## config.mk

```make
export PLATFORM = sky130hd
export DESIGN_NAME = adc_i2c_result_port
export DESIGN_NICKNAME = d
export VERILOG_FILES = /design/src/conv_engine.v /design/src/adc_i2c_result_port.v
export VERILOG_INCLUDE_DIRS = /design/src
export SDC_FILE = /design/constraint.sdc
export NUM_CORES = 1
export LEC_CHECK = 0
export ABC_AREA = 1
export CORE_AREA = 10 10 156 158
export DETAILED_ROUTE_END_ITERATION = 12
export DIE_AREA = 0 0 166 168
export DONT_BUFFER_PORTS = 1
export SKIP_CTS_REPAIR_TIMING = 1
export SYNTH_ARGS = -nofsm -noshare
export SYNTH_HDL_FRONTEND = slang
export SYNTH_SLANG_ARGS = --single-unit
```

## constraint.sdc

```tcl
create_clock -name clk -period 6.1 [get_ports clk]
set_clock_uncertainty 0.15 [all_clocks]
set_input_delay 1.22 -clock clk [delete_from_list [all_inputs] [get_ports clk]]
set_output_delay 1.22 -clock clk [all_outputs]
set_load 0.1 [all_outputs]
```

## src/adc_port_map.vh

```
// Constants for the converter result port: addresses, config layout, timing.
// Included by the result port and its conversion engine; definitions only.
`ifndef ADC_PORT_MAP_VH
`define ADC_PORT_MAP_VH
`define ADDR_LO_HI 7'h14
`define ADDR_LO_FL 7'h15
`define ADDR_FL_HI 7'h17
`define ADDR_FL_FL 7'h24
`define ADDR_HI_HI 7'h26
`define ADDR_HI_FL 7'h27
`define ADDR_GLOBAL 7'h77
`define CFG_WIDTH 6
`define CFG_RESET 6'h00
`define CFG_TEMP_BIT 5
`define CFG_REJ_A_BIT 4
`define CFG_REJ_B_BIT 3
`define CFG_GAIN_MSB 2
`define CFG_SPEED_BIT 0
`define RESULT_WIDTH 24
`define CONV_60_US 133000
`define CONV_50_US 160000
`define CONV_5060_US 147000
`define CLK_MHZ 50
`define EXTCLK_TIMEOUT 16'h2710
`endif

```

## src/conv_engine.v

```verilog
// Conversion engine: times a conversion and forms the 24-bit result word.
// Assumes an upstream sample source supplies a signed 18-bit value at start.
`timescale 1ns/1ps
`include "adc_port_map.vh"
module conv_engine #(
  parameter T60 = `CONV_60_US * `CLK_MHZ,
  parameter T50 = `CONV_50_US * `CLK_MHZ,
  parameter T5060 = `CONV_5060_US * `CLK_MHZ
) (
  input wire clk,
  input wire sys_rst,
  input wire start,
  input wire [5:0] cfg,
  input wire signed [17:0] sample_a,
  input wire signed [17:0] sample_b,
  output reg busy_r,
  output reg [23:0] result_r
);
  reg [23:0] cnt_r;
  reg [5:0] cfg_r;
  reg signed [18:0] acc_r;
  wire temp = cfg_r[`CFG_TEMP_BIT];
  wire dbl = cfg_r[`CFG_SPEED_BIT] & ~temp;
  wire [1:0] rej = {cfg_r[`CFG_REJ_A_BIT], cfg_r[`CFG_REJ_B_BIT]};
  wire [23:0] full = (rej == 2'b01) ? T50[23:0] : (rej == 2'b10) ? T60[23:0] : T5060[23:0];
  wire [23:0] dur = dbl ? {1'b0, full[23:1]} : full;
  // Offset cancels by averaging two opposite-chopped samples unless double rate
  // Sum kept two bits wider and halved by slicing, so negative pairs keep their sign
  wire signed [19:0] pair_sum = {{2{sample_a[17]}}, sample_a} + {{2{sample_b[17]}}, sample_b};
  wire signed [18:0] avg = dbl ? {sample_a[17], sample_a} : pair_sum[19:1];
  function [23:0] encode;
    input signed [18:0] v;
    input [5:0] c;
    begin
      if (v > 19'sd65536)
        encode = {2'b11, 16'h0000, c};
      else if (v < -19'sd65537)
        encode = {2'b00, 16'hffff, c};
      else if (v == 19'sd65536)
        encode = {2'b11, 16'h0000, c};
      else if (v == -19'sd65537)
        encode = {2'b00, 16'hffff, c};
      else if (v >= 0)
        encode = {1'b1, v[16], v[15:0], c};
      else
        encode = {1'b0, 1'b1, v[15:0], c};
    end
  endfunction
  always @(posedge clk) begin
    if (sys_rst) begin
      busy_r <= 1'b0;
      cnt_r <= 24'h000000;
      cfg_r <= `CFG_RESET;
      acc_r <= 19'h00000;
      result_r <= 24'h800000;
    end else if (start) begin
      busy_r <= 1'b1;
      cfg_r <= cfg;
      cnt_r <= 24'h000000;
    end else if (busy_r) begin
      cnt_r <= cnt_r + 24'h000001;
      if (cnt_r == 24'h000000)
        acc_r <= avg;
      if (cnt_r >= dur) begin
        busy_r <= 1'b0;
        result_r <= encode(acc_r, cfg_r);
      end
    end
  end
endmodule

```

## src/adc_i2c_result_port.v

```verilog
// I2C target port of the converter: address match, config write, result read.
// Assumes SCL/SDA and address pins arrive asynchronously and are synchronised here.
`timescale 1ns/1ps
`include "adc_port_map.vh"
module adc_i2c_result_port #(
  parameter T60 = `CONV_60_US * `CLK_MHZ,
  parameter T50 = `CONV_50_US * `CLK_MHZ,
  parameter T5060 = `CONV_5060_US * `CLK_MHZ,
  parameter EXT_TIMEOUT = `EXTCLK_TIMEOUT
) (
  input wire clk,
  input wire sys_rst,
  input wire scl_in,
  input wire sda_in,
  output reg sda_oe,
  output reg sda_out,
  input wire addr_pin_high,
  input wire addr_pin_high_float,
  input wire addr_pin_low_clkin,
  input wire addr_pin_low_float,
  input wire signed [17:0] sample_a,
  input wire signed [17:0] sample_b,
  output reg busy,
  output reg [5:0] cfg_out,
  output reg [2:0] gain_code,
  output reg [1:0] reject_mode,
  output reg double_rate_select,
  output reg temp_input_select
);
  localparam S_IDLE = 3'd0;
  localparam S_ADDR = 3'd1;
  localparam S_AACK = 3'd2;
  localparam S_WR = 3'd3;
  localparam S_WACK = 3'd4;
  localparam S_RD = 3'd5;
  localparam S_RACK = 3'd6;

  reg [1:0] scl_s, sda_s, ph_s, pl_s, hf_s, lf_s;
  reg scl_d, sda_d;
  reg [2:0] st_r;
  reg [3:0] bit_r;
  reg [7:0] sh_r;
  reg [23:0] out_r;
  reg [4:0] rcnt_r;
  reg [5:0] cfg_r;
  reg valid_r;
  reg iophase_r;
  reg start_conv_r;
  reg [15:0] ext_cnt_r;
  reg ext_r;
  reg lf_d;
  wire conv_busy;
  wire [23:0] conv_result;

  wire scl = scl_s[1];
  wire sda = sda_s[1];
  wire scl_rise = scl & ~scl_d;
  wire scl_fall = ~scl & scl_d;
  wire start_c = scl & scl_d & sda_d & ~sda;
  wire stop_c = scl & scl_d & ~sda_d & sda;

  // Pin code: 0 low, 1 float, 2 high
  function [6:0] decode_addr;
    input [1:0] hi_pin;
    input [1:0] lo_pin;
    begin
      case ({hi_pin, lo_pin})
        4'b0010: decode_addr = `ADDR_LO_HI;
        4'b0001: decode_addr = `ADDR_LO_FL;
        4'b0110: decode_addr = `ADDR_FL_HI;
        4'b0101: decode_addr = `ADDR_FL_FL;
        4'b1010: decode_addr = `ADDR_HI_HI;
        4'b1001: decode_addr = `ADDR_HI_FL;
        default: decode_addr = 7'h7f;
      endcase
    end
  endfunction

  wire [1:0] hi_code = hf_s[1] ? 2'd1 : (ph_s[1] ? 2'd2 : 2'd0);
  wire [1:0] lo_code = ext_r ? 2'd2 : (lf_s[1] ? 2'd1 : (pl_s[1] ? 2'd2 : 2'd0));
  wire [6:0] my_addr = decode_addr(hi_code, lo_code);
  wire addr_hit = (sh_r[7:1] == my_addr) || (sh_r[7:1] == `ADDR_GLOBAL);
  // Read refused after a full read in the same phase until a conversion refills
  wire can_ack = ~conv_busy & ~(sh_r[0] & ~valid_r);

  conv_engine #(
    .T60(T60),
    .T50(T50),
    .T5060(T5060)
  ) u_conv (
    .clk(clk),
    .sys_rst(sys_rst),
    .start(start_conv_r),
    .cfg(cfg_r),
    .sample_a(sample_a),
    .sample_b(sample_b),
    .busy_r(conv_busy),
    .result_r(conv_result)
  );

  always @(posedge clk) begin
    if (sys_rst) begin
      scl_s <= 2'b11;
      sda_s <= 2'b11;
      ph_s <= 2'b00;
      pl_s <= 2'b00;
      hf_s <= 2'b00;
      lf_s <= 2'b00;
      scl_d <= 1'b1;
      sda_d <= 1'b1;
      lf_d <= 1'b0;
    end else begin
      scl_s <= {scl_s[0], scl_in};
      sda_s <= {sda_s[0], sda_in};
      ph_s <= {ph_s[0], addr_pin_high};
      pl_s <= {pl_s[0], addr_pin_low_clkin};
      hf_s <= {hf_s[0], addr_pin_high_float};
      lf_s <= {lf_s[0], addr_pin_low_float};
      scl_d <= scl;
      sda_d <= sda;
      lf_d <= pl_s[1];
    end
  end

  // External clock seen if the low pin keeps toggling within the timeout
  always @(posedge clk) begin
    if (sys_rst) begin
      ext_cnt_r <= 16'h0000;
      ext_r <= 1'b0;
    end else if (pl_s[1] != lf_d) begin
      ext_cnt_r <= 16'h0000;
      ext_r <= 1'b1;
    end else if (ext_cnt_r == EXT_TIMEOUT[15:0]) begin
      ext_r <= 1'b0;
    end else begin
      ext_cnt_r <= ext_cnt_r + 16'h0001;
    end
  end

  always @(posedge clk) begin
    if (sys_rst) begin
      st_r <= S_IDLE;
      bit_r <= 4'h0;
      sh_r <= 8'h00;
      out_r <= 24'h000000;
      rcnt_r <= 5'h00;
      cfg_r <= `CFG_RESET;
      valid_r <= 1'b0;
      iophase_r <= 1'b0;
      start_conv_r <= 1'b0;
      sda_oe <= 1'b0;
      sda_out <= 1'b0;
      busy <= 1'b0;
      cfg_out <= `CFG_RESET;
      gain_code <= 3'h0;
      reject_mode <= 2'h0;
      double_rate_select <= 1'b0;
      temp_input_select <= 1'b0;
    end else begin
      start_conv_r <= 1'b0;
      busy <= conv_busy;
      cfg_out <= cfg_r;
      gain_code <= cfg_r[`CFG_TEMP_BIT] ? 3'h0 : cfg_r[`CFG_GAIN_MSB:`CFG_GAIN_MSB-2];
      reject_mode <= {cfg_r[`CFG_REJ_A_BIT], cfg_r[`CFG_REJ_B_BIT]};
      double_rate_select <= cfg_r[`CFG_SPEED_BIT] & ~cfg_r[`CFG_TEMP_BIT];
      temp_input_select <= cfg_r[`CFG_TEMP_BIT];
      // Result latched when conversion finishes; held until the next conversion finishes
      if (busy & ~conv_busy) begin
        valid_r <= 1'b1;
        out_r <= conv_result;
      end
      if (stop_c) begin
        sda_oe <= 1'b0;
        st_r <= S_IDLE;
        if (iophase_r) begin
          iophase_r <= 1'b0;
          start_conv_r <= ~conv_busy;
          valid_r <= 1'b0;
        end
      end else if (start_c) begin
        sda_oe <= 1'b0;
        st_r <= S_ADDR;
        bit_r <= 4'h0;
      end else begin
        case (st_r)
          S_ADDR: begin
            if (scl_rise) begin
              sh_r <= {sh_r[6:0], sda};
              bit_r <= bit_r + 4'h1;
            end
            if (scl_fall && bit_r == 4'h8) begin
              if (addr_hit && can_ack) begin
                sda_oe <= 1'b1;
                iophase_r <= 1'b1;
                st_r <= S_AACK;
              end else begin
                st_r <= S_IDLE;
              end
            end
          end
          S_AACK: begin
            if (scl_fall) begin
              bit_r <= 4'h0;
              rcnt_r <= 5'h00;
              if (sh_r[0]) begin
                st_r <= S_RD;
                sda_oe <= ~out_r[23];
              end else begin
                st_r <= S_WR;
                sda_oe <= 1'b0;
              end
            end
          end
          S_WR: begin
            if (scl_rise) begin
              sh_r <= {sh_r[6:0], sda};
              bit_r <= bit_r + 4'h1;
            end
            if (scl_fall && bit_r == 4'h8) begin
              cfg_r <= sh_r[7:2];
              sda_oe <= 1'b1;
              st_r <= S_WACK;
            end
          end
          S_WACK: begin
            if (scl_fall) begin
              sda_oe <= 1'b0;
              bit_r <= 4'h0;
              st_r <= S_WR;
            end
          end
          S_RD: begin
            if (scl_fall) begin
              bit_r <= bit_r + 4'h1;
              rcnt_r <= rcnt_r + 5'h01;
              if (bit_r == 4'h7) begin
                sda_oe <= 1'b0;
                st_r <= S_RACK;
              end else begin
                sda_oe <= ~out_r[5'd22 - rcnt_r];
              end
              if (rcnt_r == 5'd23) begin
                valid_r <= 1'b0;
                iophase_r <= 1'b0;
                start_conv_r <= 1'b1;
              end
            end
          end
          S_RACK: begin
            if (scl_rise) begin
              sh_r[1] <= sda;
            end
            if (scl_fall) begin
              bit_r <= 4'h0;
              if (sh_r[1] || rcnt_r == 5'd24) begin
                st_r <= S_IDLE;
              end else begin
                st_r <= S_RD;
                sda_oe <= ~out_r[5'd23 - rcnt_r];
              end
            end
          end
          default: st_r <= S_IDLE;
        endcase
      end
    end
  end
endmodule

```

After elaboration in Yosys (flattened, before gate mapping):

Cells that the tools add are included.
W data, S select, Z words.

* output and inout bits: 16
* word-level logic and storage cells: 223
* register bits after elaboration: 174

* $add $sub $neg: 7
* bitwise operators: 27
* reductions and logical operators: 29
* multiplexer cells: 74
* equal/unequal tests: 45
* order comparisons: 6

Operators with widths (count)
* $mux W24: 7
* $pmux W7 S6: 1
* $eq A19 B18 Y1 const B: 2
* $mux W1: 34
* $mux W3: 9
* $add A24 B1 Y24 const B: 1
* $ge A24 B24 Y1: 1
* $logic_not A24 Y1: 1
* $ne A2 B2 Y1 const B: 11
* $mux W21: 1
* $ne A3 B3 Y1 const B: 7
* $add A18 B18 Y19: 1
* $ge A19 B1 Y1 const B: 1
* $gt A19 B18 Y1 const B: 1
* $lt A19 B18 Y1 const B: 1
* $mux W19: 1
* $pmux W3 S6: 1
* $add A16 B1 Y16 const B: 1
* $eq A16 B14 Y1 const B: 1
* $mux W4: 4
* $not A1 Y1: 15
* $reduce_and A5 Y1: 3
* $mux W2: 7
* $reduce_and A7 Y1: 2
* other kinds (37): 74

Logic depth before layout (Yosys ltp):

Gate-level depths: netlist (run 1).

* depth after elaboration: 12
* gate-level depth with buffers: 19
* depth with buffers taken out: 17

Hierarchy:

A second synthesis (run 1) with hierarchy kept.

* cell total of the unflattened synthesis: 1421
* area, all modules: 9591.7 um^2

Modules (own cells, without submodules)
* conv_engine: area each 5012.3 um^2, cells each 782, seq. area each 1461.4 um^2, instances 1
* adc_i2c_result_port: area each 4579.4 um^2, cells each 639, seq. area each 1941.9 um^2, instances 1

Least setup slack after synthesis (run 1):

OpenSTA, ideal clock, no wires.

* path kind: input port to flip-flop
* from: in sample_a[1]
* to: reg u_conv.acc_r[9]
* data required time: 5.880 ns
* setup time: 0.070 ns
* stages: 13
* data arrival time: 2.642 ns
* path slack: 3.238 ns
* cells stage by stage: inv_1 fa_1 inv_1 nand2_1 o21ai_2 inv_1 o21ai_2 nand2_1 nor2_1 nor2_1 nand2_1 nand3_1 a21oi_1

* longest elaborated chain between the ends: 2

Ends and longest elaborated chain
* start: declaration: RTL line adc_i2c_result_port.v:21 `input wire signed [17:0] sample_a,`
* $add A18 B18 Y19: RTL line conv_engine.v:29 `wire signed [19:0] pair_sum = {{2{sample_a[17]}}, sample_a} + {{2{sample_b[17]}}, sample_b};`
* $mux W19: RTL line conv_engine.v:30 `wire signed [18:0] avg = dbl ? {sample_a[17], sample_a} : pair_sum[19:1];`
* end signal: assignment: RTL line conv_engine.v:63 `acc_r <= avg;`
* end: declaration: RTL line conv_engine.v:21 `reg signed [18:0] acc_r;`

Every way passes these cells.
A chain may end at the register's enable or synchronous reset.

Worst setup path after layout (run 1):

* from: reg u_conv.cfg_r[0]
* to: reg u_conv.result_r[19]

* longest elaborated chain between the ends: 4

Ends and longest elaborated chain
* start: declaration: RTL line conv_engine.v:20 `reg [5:0] cfg_r;`
* start signal: assignment: RTL line conv_engine.v:53 `` cfg_r <= `CFG_RESET; ``
* start signal: assignment: RTL line conv_engine.v:58 `cfg_r <= cfg;`
* $and A1 B1 Y1: RTL line conv_engine.v:23 `` wire dbl = cfg_r[`CFG_SPEED_BIT] & ~temp; ``
* $mux W24: RTL line conv_engine.v:26 `wire [23:0] dur = dbl ? {1'b0, full[23:1]} : full;`
* $ge A24 B24 Y1: RTL line conv_engine.v:64 `if (cnt_r >= dur) begin`
* $reduce_and A3 Y1 (no source line)
* end signal: assignment: RTL line conv_engine.v:66 `result_r <= encode(acc_r, cfg_r);`
* end: declaration: RTL line conv_engine.v:17 `output reg [23:0] result_r`

Every way passes these cells.

==> results.txt, run 1 <==
Counting cells, the worst reg-to-reg path comes to 15. For this run, asynchronously set or reset flops after synthesis account for 0%. The number of antenna violations at the first check in global routing came out at 0. The startpoint identified for the worst hold timing path is lf_s[0].

The post-synthesis average cell area came out at 6.761 um^2. In this run the register-to-register setup slack is 2310 ps. For this run, the leading register cell type out of synthesis is sky130_fd_sc_hd__dfxtp_1.

Max-cap violations in this run came to 0. The floorplan step set the die width to 166 um. The number of synthesized flops with an enable pin is 0, and the number of instances in the synthesized netlist is 1394. In this design, the largest share of critical-path delay is due to simple AND/OR/NAND/NOR gates. The initial utilization of the core area, before any placement, comes to 44.01%. VDD sags by at most 0.1875 mV. The worst hold path belongs to the class flip-flop to flip-flop. The number of design rule violations left after detail routing is 0. The tools report the via count of the first global-routing pass as 8123. The run gives 8598 as the via total after detailed routing. Ranked by instance count, the synthesized netlist is headed by 263 x sky130_fd_sc_hd__nand2_1, 206 x sky130_fd_sc_hd__nor2_1, 173 x sky130_fd_sc_hd__inv_1.

Measured against its own limit, the worst slew margin works out to 30.20%. The total global-route track usage was 16.34%. Area share of the largest cell type after synthesis: 36.11%. The placer congestion estimate is 0.9164, and the total leakage power is 4.278 nW. Launch instance of the worst register-to-register path: u_conv.cfg_r[0]. Of the synthesized area, sequential elements account for 36.11%. Setup repair after global routing left no endpoint under its margin. In this run the count of I/O pins placed on the die edge is 60. For the pin with the worst max-slew slack, the measured transition is 1046 ps. The data required time at the worst endpoint is 6320 ps. Summed instance area of the synthesized netlist: 0.009425 mm^2. The library cell with the largest summed area after synthesis is sky130_fd_sc_hd__dfxtp_1. The clock-pin slew of the registers on the worst-case setup and hold paths is 70 ps, and the number of buffers on the longest clock path is 2. For this block, the initial DRC count from the detailed router was 545. The full die area was 0.02789 mm^2; the routed length per placed instance was 14.00 um. After layout, the design draws a total of 2.361 mW.

Compared with the post-synthesis result, the final layout area differs by 7.885%. Worst hold path cell count: 2. Traced cell by cell, the critical path runs through inv_1 -> nor2_2 -> inv_2 -> o21ai_0 -> inv_1 -> ha_1 -> nand2_1 -> nor3_1 -> nand3_1 -> nand3b_1 -> nand4_2 -> nand2_4 -> inv_2 -> nor2_1 -> nor2_1. The worst-path maximum fanout was 28.

The run gives 4000 ps as the arrival time at the worst endpoint. The critical path contains buffers and inverters numbering 4 combined. Entering global routing, the biggest net connects 50 pins.

The longest individual stage delay on the worst path is 720 ps. For hold timing, the worst endpoint is lf_s[1]. The run finished with clean final reports.

Setup total negative slack on the finished layout was measured at 0 ps. Level count of the clock H-tree: 4. The endpoint type of the worst setup path is a flip-flop. The worst path in the final design needs a cycle of 3786 ps, including I/O delays and setup.

Sorting the synthesized cells by area gives the leading types as sky130_fd_sc_hd__dfxtp_1 36%, sky130_fd_sc_hd__nand2_1 10%, sky130_fd_sc_hd__nor2_1 8.2%. The detail route stage leaves a number of antenna-violating nets equal to 0. The tools report the final net count as 1463. For the final-report max-slew violation count, the log shows 0. The tree built by TritonCTS fans out to 170 sinks. In the routed layout, each cell is associated on average with a via count of 5.170. The half-perimeter wire length after detailed placement came out at 17.39 mm. The endpoint identified for the worst register-to-register timing path is u_conv.result_r[19]. The floorplan has 54 rows. The die is 168 um tall.

By instance count, the leading cell after synthesis is sky130_fd_sc_hd__nand2_1. After layout, the worst path uses 62.06% of the clock period. For the maximum achievable frequency, the log shows 264.1 MHz. Filler cell count in the final layout: 2172. The repair_antennas step left the layout with diodes totalling 0. The setup slack of the critical path after layout is 2314 ps. TritonCTS built the clock tree. Detailed-router iteration count before antenna repair: 4. STA classifies the critical path startpoint as a flip-flop. Yosys printed 0 warnings. The total clock buffers created by CTS was 17; the final number of setup-violating endpoints was 0. In this run the tool buffered the top-level ports with 0 buffer cells. The total overflow left after global routing is 0. The slowest library cell on the worst path is sky130_fd_sc_hd__nor2_2. For the worst-skew pair, the clock arrives at the later sink with an insertion delay of 430 ps. Synthesis inferred 170 register bits. Dividing total power by cell area gives a power density of 232.2 mW/mm^2. For the wire length of the first global-routing pass, the log shows 39.01 mm. The final hold violation count came out at 0. The final layout contains routed wiring with a total length of 23.28 mm. The share of cells above drive strength 1 works out to 5.061%. Count of unique library cells instantiated by Yosys: 52. The number of nets in the synthesized netlist is 1487. The worst setup path is of the flip-flop to flip-flop kind. In this run the standard cell core region covers 0.02142 mm^2. The worst setup timing slack at the placement stage is 2360 ps.

Clock tree root driver cell: sky130_fd_sc_hd__clkbuf_16.
-- through the flow --
stage	hold slack, ps	utilization (%)	std cells	cell area [um^2]
floorplan	238.3	-	1394	9425
global placement	244.3	44.70	1631	9573
detailed placement	246.3	44.70	1631	9573
CTS	257.5	47.48	1663	10170
global route	269.1	47.48	1663	10170
finish	254.6	47.48	1663	10170
-- flip-flops by register name (all words and copies together), names as in the netlist, 4 cells and up --
signal / count
u_conv.cfg_r: 6
u_conv.acc_r: 18
u_conv.result_r: 24
cfg_out: 6
out_r: 24
sh_r: 8
u_conv.cnt_r: 24
bit_r: 4
rcnt_r: 5
cfg_r: 6
ext_cnt_r: 16
-- kinds of logic after synthesis --
kind of cell | synth area share (%)
AND/OR/NAND/NOR | 28.65
AO/OA/AOI/OAI | 17.72
buffers and inverters | 9.598
flip-flops | 36.11
adder cells (fa/ha/maj) | 6.584
XOR/XNOR | 1.301
other | 0.03979
-- worst max-delay path by stage --
stage | cells past startpoint | slack, ps | from | to
final | 15 | 2310 | u_conv.cfg_r[0] | u_conv.result_r[19]
after global routing | 17 | 1880 | u_conv.cfg_r[0] | u_conv.result_r[0]
after CTS | 15 | 2320 | u_conv.cfg_r[0] | u_conv.result_r[15]
after detailed placement | 16 | 2360 | u_conv.cfg_r[0] | u_conv.result_r[15]
after global placement | 17 | 2450 | u_conv.cfg_r[0] | u_conv.result_r[15]
after floorplan | 13 | 3240 | sample_a[1] | u_conv.acc_r[9]
-- report_power, final --
group	switching (mW)	internal (mW)	leakage, nW
clock network	0.530	0.553	0.288
registers	0.00689	1.12	1.37
logic	0.101	0.0536	2.62
total	0.638	1.72	4.28
-- area by class of cell --
| type | instances | area [um^2] | area share [%] |
|---|---|---|---|
| Multi-Input combinational cell | 998 | 5120 | 50.35 |
| Sequential cell | 170 | 3407 | 33.51 |
| Inverter | 181 | 680.7 | 6.694 |
| Clock buffer | 17 | 425.4 | 4.184 |
| Tap cell | 280 | 350.3 | 3.445 |
| Clock inverter | 15 | 170.2 | 1.673 |
| Timing Repair Buffer | 2 | 15.01 | 0.1477 |
-- cell usage in the layout (no fill, tap or decap), types with 3 or more instances in the layout --
master                      Yosys  routed
sky130_fd_sc_hd__nor2_1       206     205
sky130_fd_sc_hd__nand2_1      263     263
sky130_fd_sc_hd__inv_6          0       4
sky130_fd_sc_hd__inv_8          0       4
sky130_fd_sc_hd__nor4_2         3       3
sky130_fd_sc_hd__xnor2_1        3       3
sky130_fd_sc_hd__nor2_2         2       3
sky130_fd_sc_hd__ha_1          48      48
sky130_fd_sc_hd__dfxtp_2        0       3
sky130_fd_sc_hd__nor3_1        32      32
sky130_fd_sc_hd__clkbuf_16      0      17
sky130_fd_sc_hd__xor2_1        11      11
sky130_fd_sc_hd__o211ai_1      11      11
sky130_fd_sc_hd__or2_2          6       6
sky130_fd_sc_hd__o21a_1        10      10
sky130_fd_sc_hd__nand3_1       73      73
sky130_fd_sc_hd__a211oi_1      10      10
sky130_fd_sc_hd__nand4_1       17      17
sky130_fd_sc_hd__inv_2          4       4
sky130_fd_sc_hd__a31oi_1        3       3
sky130_fd_sc_hd__dfxtp_1      170     167
sky130_fd_sc_hd__a21oi_1      136     136
sky130_fd_sc_hd__clkinv_8       0       4
sky130_fd_sc_hd__o21ai_0      109     109
sky130_fd_sc_hd__inv_1        173     173
sky130_fd_sc_hd__nor4_1        14      14
sky130_fd_sc_hd__clkinv_1       3       3
sky130_fd_sc_hd__o21ai_2        3       3
sky130_fd_sc_hd__a21boi_0       3       3
sky130_fd_sc_hd__o22ai_1        7       7
sky130_fd_sc_hd__nand3b_1       4       4
-- metal layers --
layer | wire length (um) | track usage, %
met3 | 1144 | 3.679
met1 | 11590 | 21.51
met4 | 367 | 5.008
met5 | 0 | 0
met2 | 10180 | 26.08
-- worst reg2reg max path, stage by stage (launching register included) --
cell and delay (ps):
sky130_fd_sc_hd__dfxtp_1 300, sky130_fd_sc_hd__inv_1 60, sky130_fd_sc_hd__nor2_2 720, sky130_fd_sc_hd__inv_2 410, sky130_fd_sc_hd__o21ai_0 260, sky130_fd_sc_hd__inv_1 60, sky130_fd_sc_hd__ha_1 280, sky130_fd_sc_hd__nand2_1 60
sky130_fd_sc_hd__nor3_1 170, sky130_fd_sc_hd__nand3_1 140, sky130_fd_sc_hd__nand3b_1 210, sky130_fd_sc_hd__nand4_2 270, sky130_fd_sc_hd__nand2_4 240, sky130_fd_sc_hd__inv_2 250, sky130_fd_sc_hd__nor2_1 60, sky130_fd_sc_hd__nor2_1 90
(Power assumes the default switching activity.)
==> run 2, diff against run 1 <==
Clock period 6.1 ns to 3.5 ns, I/O delays scaled along.
==> results.txt, run 2 (same netlist as run 1, synthesis figures left out) <==
The share of cells above drive strength 1 came out at 5.743% (+0.68 points). The logs give 0.005120 mm^2 (unchanged) for the combined area of the multi-input logic cells and 44.01% (unchanged) for the initial core utilization. The reported max-cap violation count was 0 (unchanged). For the number of design rule violations left after detail routing, the log shows 0 (unchanged). The number of DRC violations after detailed-routing iteration 0 was 588 (+7.9%); the full die area was 0.02789 mm^2 (unchanged).

Clock tree root driver cell: sky130_fd_sc_hd__clkbuf_16. The clock latency of the later-clocked register in the worst-skew pair was 440 ps (about the same). The via count normalized by instance count is 5.161 (-0.17%). The clock-pin slew of the registers on the worst-case setup and hold paths was 70 ps (about the same).

The tightest min-delay check is of the primary input to flip-flop type. The total power per unit cell area is 395.2 mW/mm^2 (+70%). The core area was 0.02142 mm^2 (unchanged); the largest net degree at the start of global routing was 64 (+28%). The run gives 2209 (+1.7%) as the filler cell count in the final layout.

Setup repair after global routing left no endpoint under its margin. The tools report the via count of the first global-routing pass as 8185 (+0.76%). For the maximum achievable frequency, the log shows 353.2 MHz (+34%). The antenna diode count is 0 (unchanged).

The via total after detailed routing is 8635 (+0.43%). Final-report max-slew violation count: 0 (unchanged). The largest registers in the layout are out_r: 24 flops, u_conv.cnt_r: 24 flops, u_conv.result_r: 24 flops. The detailed-router iteration count before antenna repair is 5 (+1). The tools report the number of antenna violations at the first check in global routing as 0 (unchanged).

The post-route core utilization came out at 47.68% (+0.20 points). The total leakage power is 4.304 nW (+0.62%). The row count is 54 (unchanged). The total power after layout was 4.036 mW (+71%); the width of the die was 166 um (unchanged).

The remaining max-slew budget at the tightest pin was 32.84% (+2.6 points); the antenna violation net count after detailed routing was 0 (unchanged). The worst supply voltage drop on vdd was 0.3123 mV (+67%). TritonCTS built the clock tree. The wire length of the first global-routing pass was 39.16 mm (+0.39%); the final number of setup-violating endpoints was 0 (unchanged).

The critical path in this run is classified as flip-flop to flip-flop. The routed length per placed instance is 13.82 um (-1.3%), and the number of buffers on the longest clock path is 2 (unchanged). The logs give 60 (unchanged) for the count of pins on the block boundary and 3720 ps (-2600 ps) for the data required time at the worst endpoint. Internal reg-to-reg setup slack: 670 ps (-1650 ps). The logs give 0.003407 mm^2 (unchanged) for the sequential cell area and 0 (unchanged) for the final hold violation count. The tools report the kind of launch point of the worst setup path as a flip-flop.

The arrival time at the worst endpoint was 3050 ps (-950 ps); the worst-path maximum fanout was 28 (unchanged). Placer congestion estimate: 0.9400 (+2.6%). The run gives 0.01021 mm^2 (+0.43%) as the total non-filler cell area in the finished layout.

The worst slack on hold paths was 177.9 ps (-76.67 ps). The total global routing overflow was 0 (unchanged). The total clock buffers created by CTS was 17 (unchanged). The area growth from synthesis to layout is 8.350%. The tools report the level count of the clock H-tree as 4 (unchanged). For the placed cell area, the log shows 0.009648 mm^2 (+0.78%). The final worst-path cycle share was 80.89% (+19 points). The clock sink count is 170 (unchanged), and the half-perimeter wire length after detailed placement is 17.40 mm (about the same).

The total global-route track usage was 16.40% (+0.060 points). The total wire length after detailed routing is 23.13 mm (-0.66%), and the die height is 168 um (unchanged). The run finished with clean final reports.

The minimum clock period came out at 2831 ps (-954.6 ps). STA classifies the critical path endpoint as a flip-flop. Leaving out fill and tap cells, the most frequent cells in the layout are 263 x sky130_fd_sc_hd__nand2_1, 205 x sky130_fd_sc_hd__nor2_1, 173 x sky130_fd_sc_hd__inv_1. The slew of the pin with the lowest slew margin came out at 1010 ps (-35.83 ps).

The total of buffers placed on input and output ports came out at 0 (unchanged). The final net count is 1473 (+0.68%). The library cell used most frequently in the layout, excluding fill and tap cells, is sky130_fd_sc_hd__nand2_1. The total negative setup slack was 0 ps (unchanged).
[run 2: cell count changes in the layout (fill, tap and decap cells not counted)]
cell,delta
sky130_fd_sc_hd__clkinvlp_4,+4
sky130_fd_sc_hd__inv_6,-2
sky130_fd_sc_hd__clkinv_2,+1
sky130_fd_sc_hd__buf_4,+10
sky130_fd_sc_hd__clkinv_8,-3
[run 2: final timing paths]
kind / startpoint / endpoint / depth (start not counted)
worst min register to register: lf_s[0] / lf_s[1] / 2
worst max register to register: u_conv.cfg_r[3] / u_conv.result_r[15] / 15
worst min-delay path: sys_rst / cfg_out[4] / 1
worst max-delay path: u_conv.cfg_r[3] / u_conv.result_r[15] / 15
[run 2: power breakdown]
part	switching (mW)	internal [mW]
logic	0.175	0.0932
registers	0.0116	1.95
clock network	0.873	0.936
total	1.06	2.98
[run 2: routing by layer]
layer	vias up	GRT usage, %	wire (um)
li1	4567	-	-
met1	3846	21.30	11290
met2	187	26.18	10250
met3	35	3.981	1167
met4	0	5.316	427
met5	-	0	0
[run 2: layout make-up]
class	instances	area share, %
clock inverters	15	1.360
multi-input cells	998	50.13
repair buffers	12	0.8821
well taps	280	3.431
clock buffers	17	4.166
flip-flops and latches	170	33.36
inverters	181	6.665
[run 2: through the flow]
| stage | setup slack (ps) | cells |
|---|---|---|
| finish | 668.8 | 1673 |
| global route | 332.7 | 1673 |
| CTS | 643.7 | 1673 |
| detailed placement | 673.7 | 1641 |
| global placement | 694.8 | 1641 |
| floorplan | 853.4 | 1394 |
[run 2: worst max-delay path, stage by stage, from the launching register on]
cell	delay, ps
sky130_fd_sc_hd__dfxtp_1	320
sky130_fd_sc_hd__inv_1	120
sky130_fd_sc_hd__ha_1	230
sky130_fd_sc_hd__inv_1	70
sky130_fd_sc_hd__o21ai_0	290
sky130_fd_sc_hd__inv_1	80
sky130_fd_sc_hd__ha_1	300
sky130_fd_sc_hd__nand2_1	70
sky130_fd_sc_hd__nor3_1	130
sky130_fd_sc_hd__nand3_1	130
sky130_fd_sc_hd__nand3b_1	190
sky130_fd_sc_hd__nand4_2	130
sky130_fd_sc_hd__nand2_4	190
sky130_fd_sc_hd__inv_2	210
sky130_fd_sc_hd__nor2_1	60
sky130_fd_sc_hd__nor2_1	100
==> run 3, diff against run 2 <==
Clock period 3.5 ns to 2.9 ns, I/O delays scaled along.
==> results.txt, run 3 (same netlist as run 1, synthesis figures left out) <==
Final hold violation count: 0 (unchanged). In the final layout, the registers with the most flip-flops are out_r: 24 flops, u_conv.cnt_r: 24 flops, u_conv.result_r: 24 flops. The number of DRC violations after detailed-routing iteration 0 came out at 493 (-16%). Startpoint-to-endpoint class of the critical path: flip-flop to flip-flop. The minimum clock period is 2691 ps (-140.6 ps).

Compared with the post-synthesis result, the final layout area differs by 9.889%. The final number of setup-violating endpoints is 0 (unchanged), and the width of the die is 166 um (unchanged). Hold path startpoint: sys_rst.

The tools report the total negative setup slack as 0 ps (unchanged). The worst setup path is captured at a flip-flop. For the number of buffers on the longest clock path, the log shows 2 (unchanged). The final worst-path cycle share was 92.78% (+12 points); the initial core utilization was 44.01% (unchanged).

The detailed-router iteration count before antenna repair came out at 5 (unchanged). TritonCTS built the clock tree. The clock-pin slew of the registers on the worst-case setup and hold paths is 70 ps (about the same). The run gives 3070 ps (-650 ps) as the data required time at the worst endpoint.

In this run the critical register-to-register path is launched from u_conv.cfg_r[3]. The path type of the worst min-delay path was primary input to flip-flop. Full die area: 0.02789 mm^2 (unchanged). The number of design rule violations left after detail routing was 0 (unchanged). In the layout the commonest cells are 263 x sky130_fd_sc_hd__nand2_1, 205 x sky130_fd_sc_hd__nor2_1, 173 x sky130_fd_sc_hd__inv_1.

The logs give 430 ps (about the same) for the clock latency of the later-clocked register in the worst-skew pair and 0.01036 mm^2 (+1.4%) for the total non-filler cell area in the finished layout. Leaving out fill and tap cells, the most frequent cell in the layout is sky130_fd_sc_hd__nand2_1. The arrival time at the worst endpoint is 2860 ps (-190 ps). The worst-path maximum fanout is 14 (-50%).

The total global routing overflow is 0 (unchanged). The wire length of the first global-routing pass came out at 38.88 mm (-0.70%). The share of cells above drive strength 1 works out to 6.762% (+1.0 points).

The run finished with clean final reports. The worst slack on hold paths is 62.05 ps (-115.9 ps), and the placer congestion estimate is 0.9179 (-2.4%). The level count of the clock H-tree is 4 (unchanged), and the placed cell area is 0.009731 mm^2 (+0.86%). The total power per unit cell area is 474.9 mW/mm^2 (+20%), and the via count of the first global-routing pass is 8201 (+0.20%). The total of buffers placed on input and output ports is 0 (unchanged), and the slew of the pin with the lowest slew margin is 1008 ps (-2.047 ps). The via total after detailed routing was 8647 (+0.14%).

The setup slack of the critical path after layout was 209.4 ps (-459.4 ps). The antenna violation net count after detailed routing is 0 (unchanged). The reported max-cap violation count was 0 (unchanged). The run gives 0.02142 mm^2 (unchanged) as the core area. Half-perimeter wire length after detailed placement: 17.27 mm (-0.78%).

Largest net degree at the start of global routing: 65 (+1.6%). For the row count, the log shows 54 (unchanged). The clock tree root driver cell is sky130_fd_sc_hd__clkbuf_16. The routed length per placed instance was 13.76 um (-0.43%).

The total clock buffers created by CTS is 17 (unchanged), and the final net count is 1485 (+0.81%). The logs give 0 (unchanged) for the final-report max-slew violation count and 60 (unchanged) for the count of pins on the block boundary. Tracing the worst setup path back leads to its startpoint at u_conv.cfg_r[3]. The worst setup timing slack at the placement stage came out at 87.51 ps (-586.2 ps). The logs give 16.32% (-0.085 points) for the total global-route track usage and 371.7 MHz (+5.2%) for the maximum achievable frequency. The total leakage power was 4.388 nW (+1.9%); the total wire length after detailed routing was 23.19 mm (+0.28%).

The antenna diode count is 0 (unchanged). Remaining max-slew budget at the tightest pin: 32.98% (+0.14 points). STA classifies the critical path startpoint as a flip-flop.

The run gives 0.3264 mV (+4.5%) as the worst supply voltage drop on vdd. The number of antenna violations at the first check in global routing was 0 (unchanged). The die height came out at 168 um (unchanged). Setup repair after global routing left no endpoint under its margin. The clock sink count was 170 (unchanged); the via count normalized by instance count was 5.132 (-0.57%).
[run 3: critical path, cell delays in order (launching register included)]
cell and delay [ps]:
sky130_fd_sc_hd__dfxtp_1 350, sky130_fd_sc_hd__inv_1 90, sky130_fd_sc_hd__ha_1 320, sky130_fd_sc_hd__inv_1 90, sky130_fd_sc_hd__nand2_1 80, sky130_fd_sc_hd__o21ai_0 80
sky130_fd_sc_hd__inv_1 60, sky130_fd_sc_hd__ha_1 260, sky130_fd_sc_hd__nand2_1 60, sky130_fd_sc_hd__nor3_1 160, sky130_fd_sc_hd__nand3_1 110, sky130_fd_sc_hd__nor2_1 110
sky130_fd_sc_hd__nand2_1 90, sky130_fd_sc_hd__nand4_4 180, sky130_fd_sc_hd__nand2_4 140, sky130_fd_sc_hd__nor2_1 190, sky130_fd_sc_hd__nor2_1 70
[run 3: through the flow]
step           cells  power (mW)  util, %
6_report        1685       4.919    48.36
5_1_grt         1685       5.117    48.36
4_1_cts         1684       4.983    48.15
3_5_place_dp    1652       2.740    45.43
3_3_place_gp    1652       2.740    45.43
2_1_floorplan   1394       2.684        -
[run 3: layer usage]
layer | GRT usage [%] | share of wire (%) | up-vias
met5 | 0 | 0 | -
met4 | 5.393 | 1.3 | 0
met3 | 3.632 | 3.7 | 20
met2 | 26.48 | 45 | 133
met1 | 21.00 | 50 | 3902
li1 | - | - | 4592
[run 3: final timing paths]
check                        end  slack, ps  depth (start not counted)
max          u_conv.result_r[11]        210                         16
min                      ph_s[0]         60                          1
max reg2reg  u_conv.result_r[11]        210                         16
min reg2reg              hf_s[1]        260                          2
[run 3: final cells by class]
cell class / instances / area, um^2
multi-input cells: 999 / 5159
flip-flops and latches: 170 / 3407
clock inverters: 15 / 156.4
clock buffers: 17 / 425.4
repair buffers: 23 / 176.4
fillers: 2221 / 11060
inverters: 181 / 683.2
well taps: 280 / 350.3
[run 3: power by group]
part | switching [mW] | internal [mW]
clock | 1.08 | 1.15
combinational | 0.214 | 0.114
sequential | 0.0107 | 2.35
total | 1.31 | 3.61
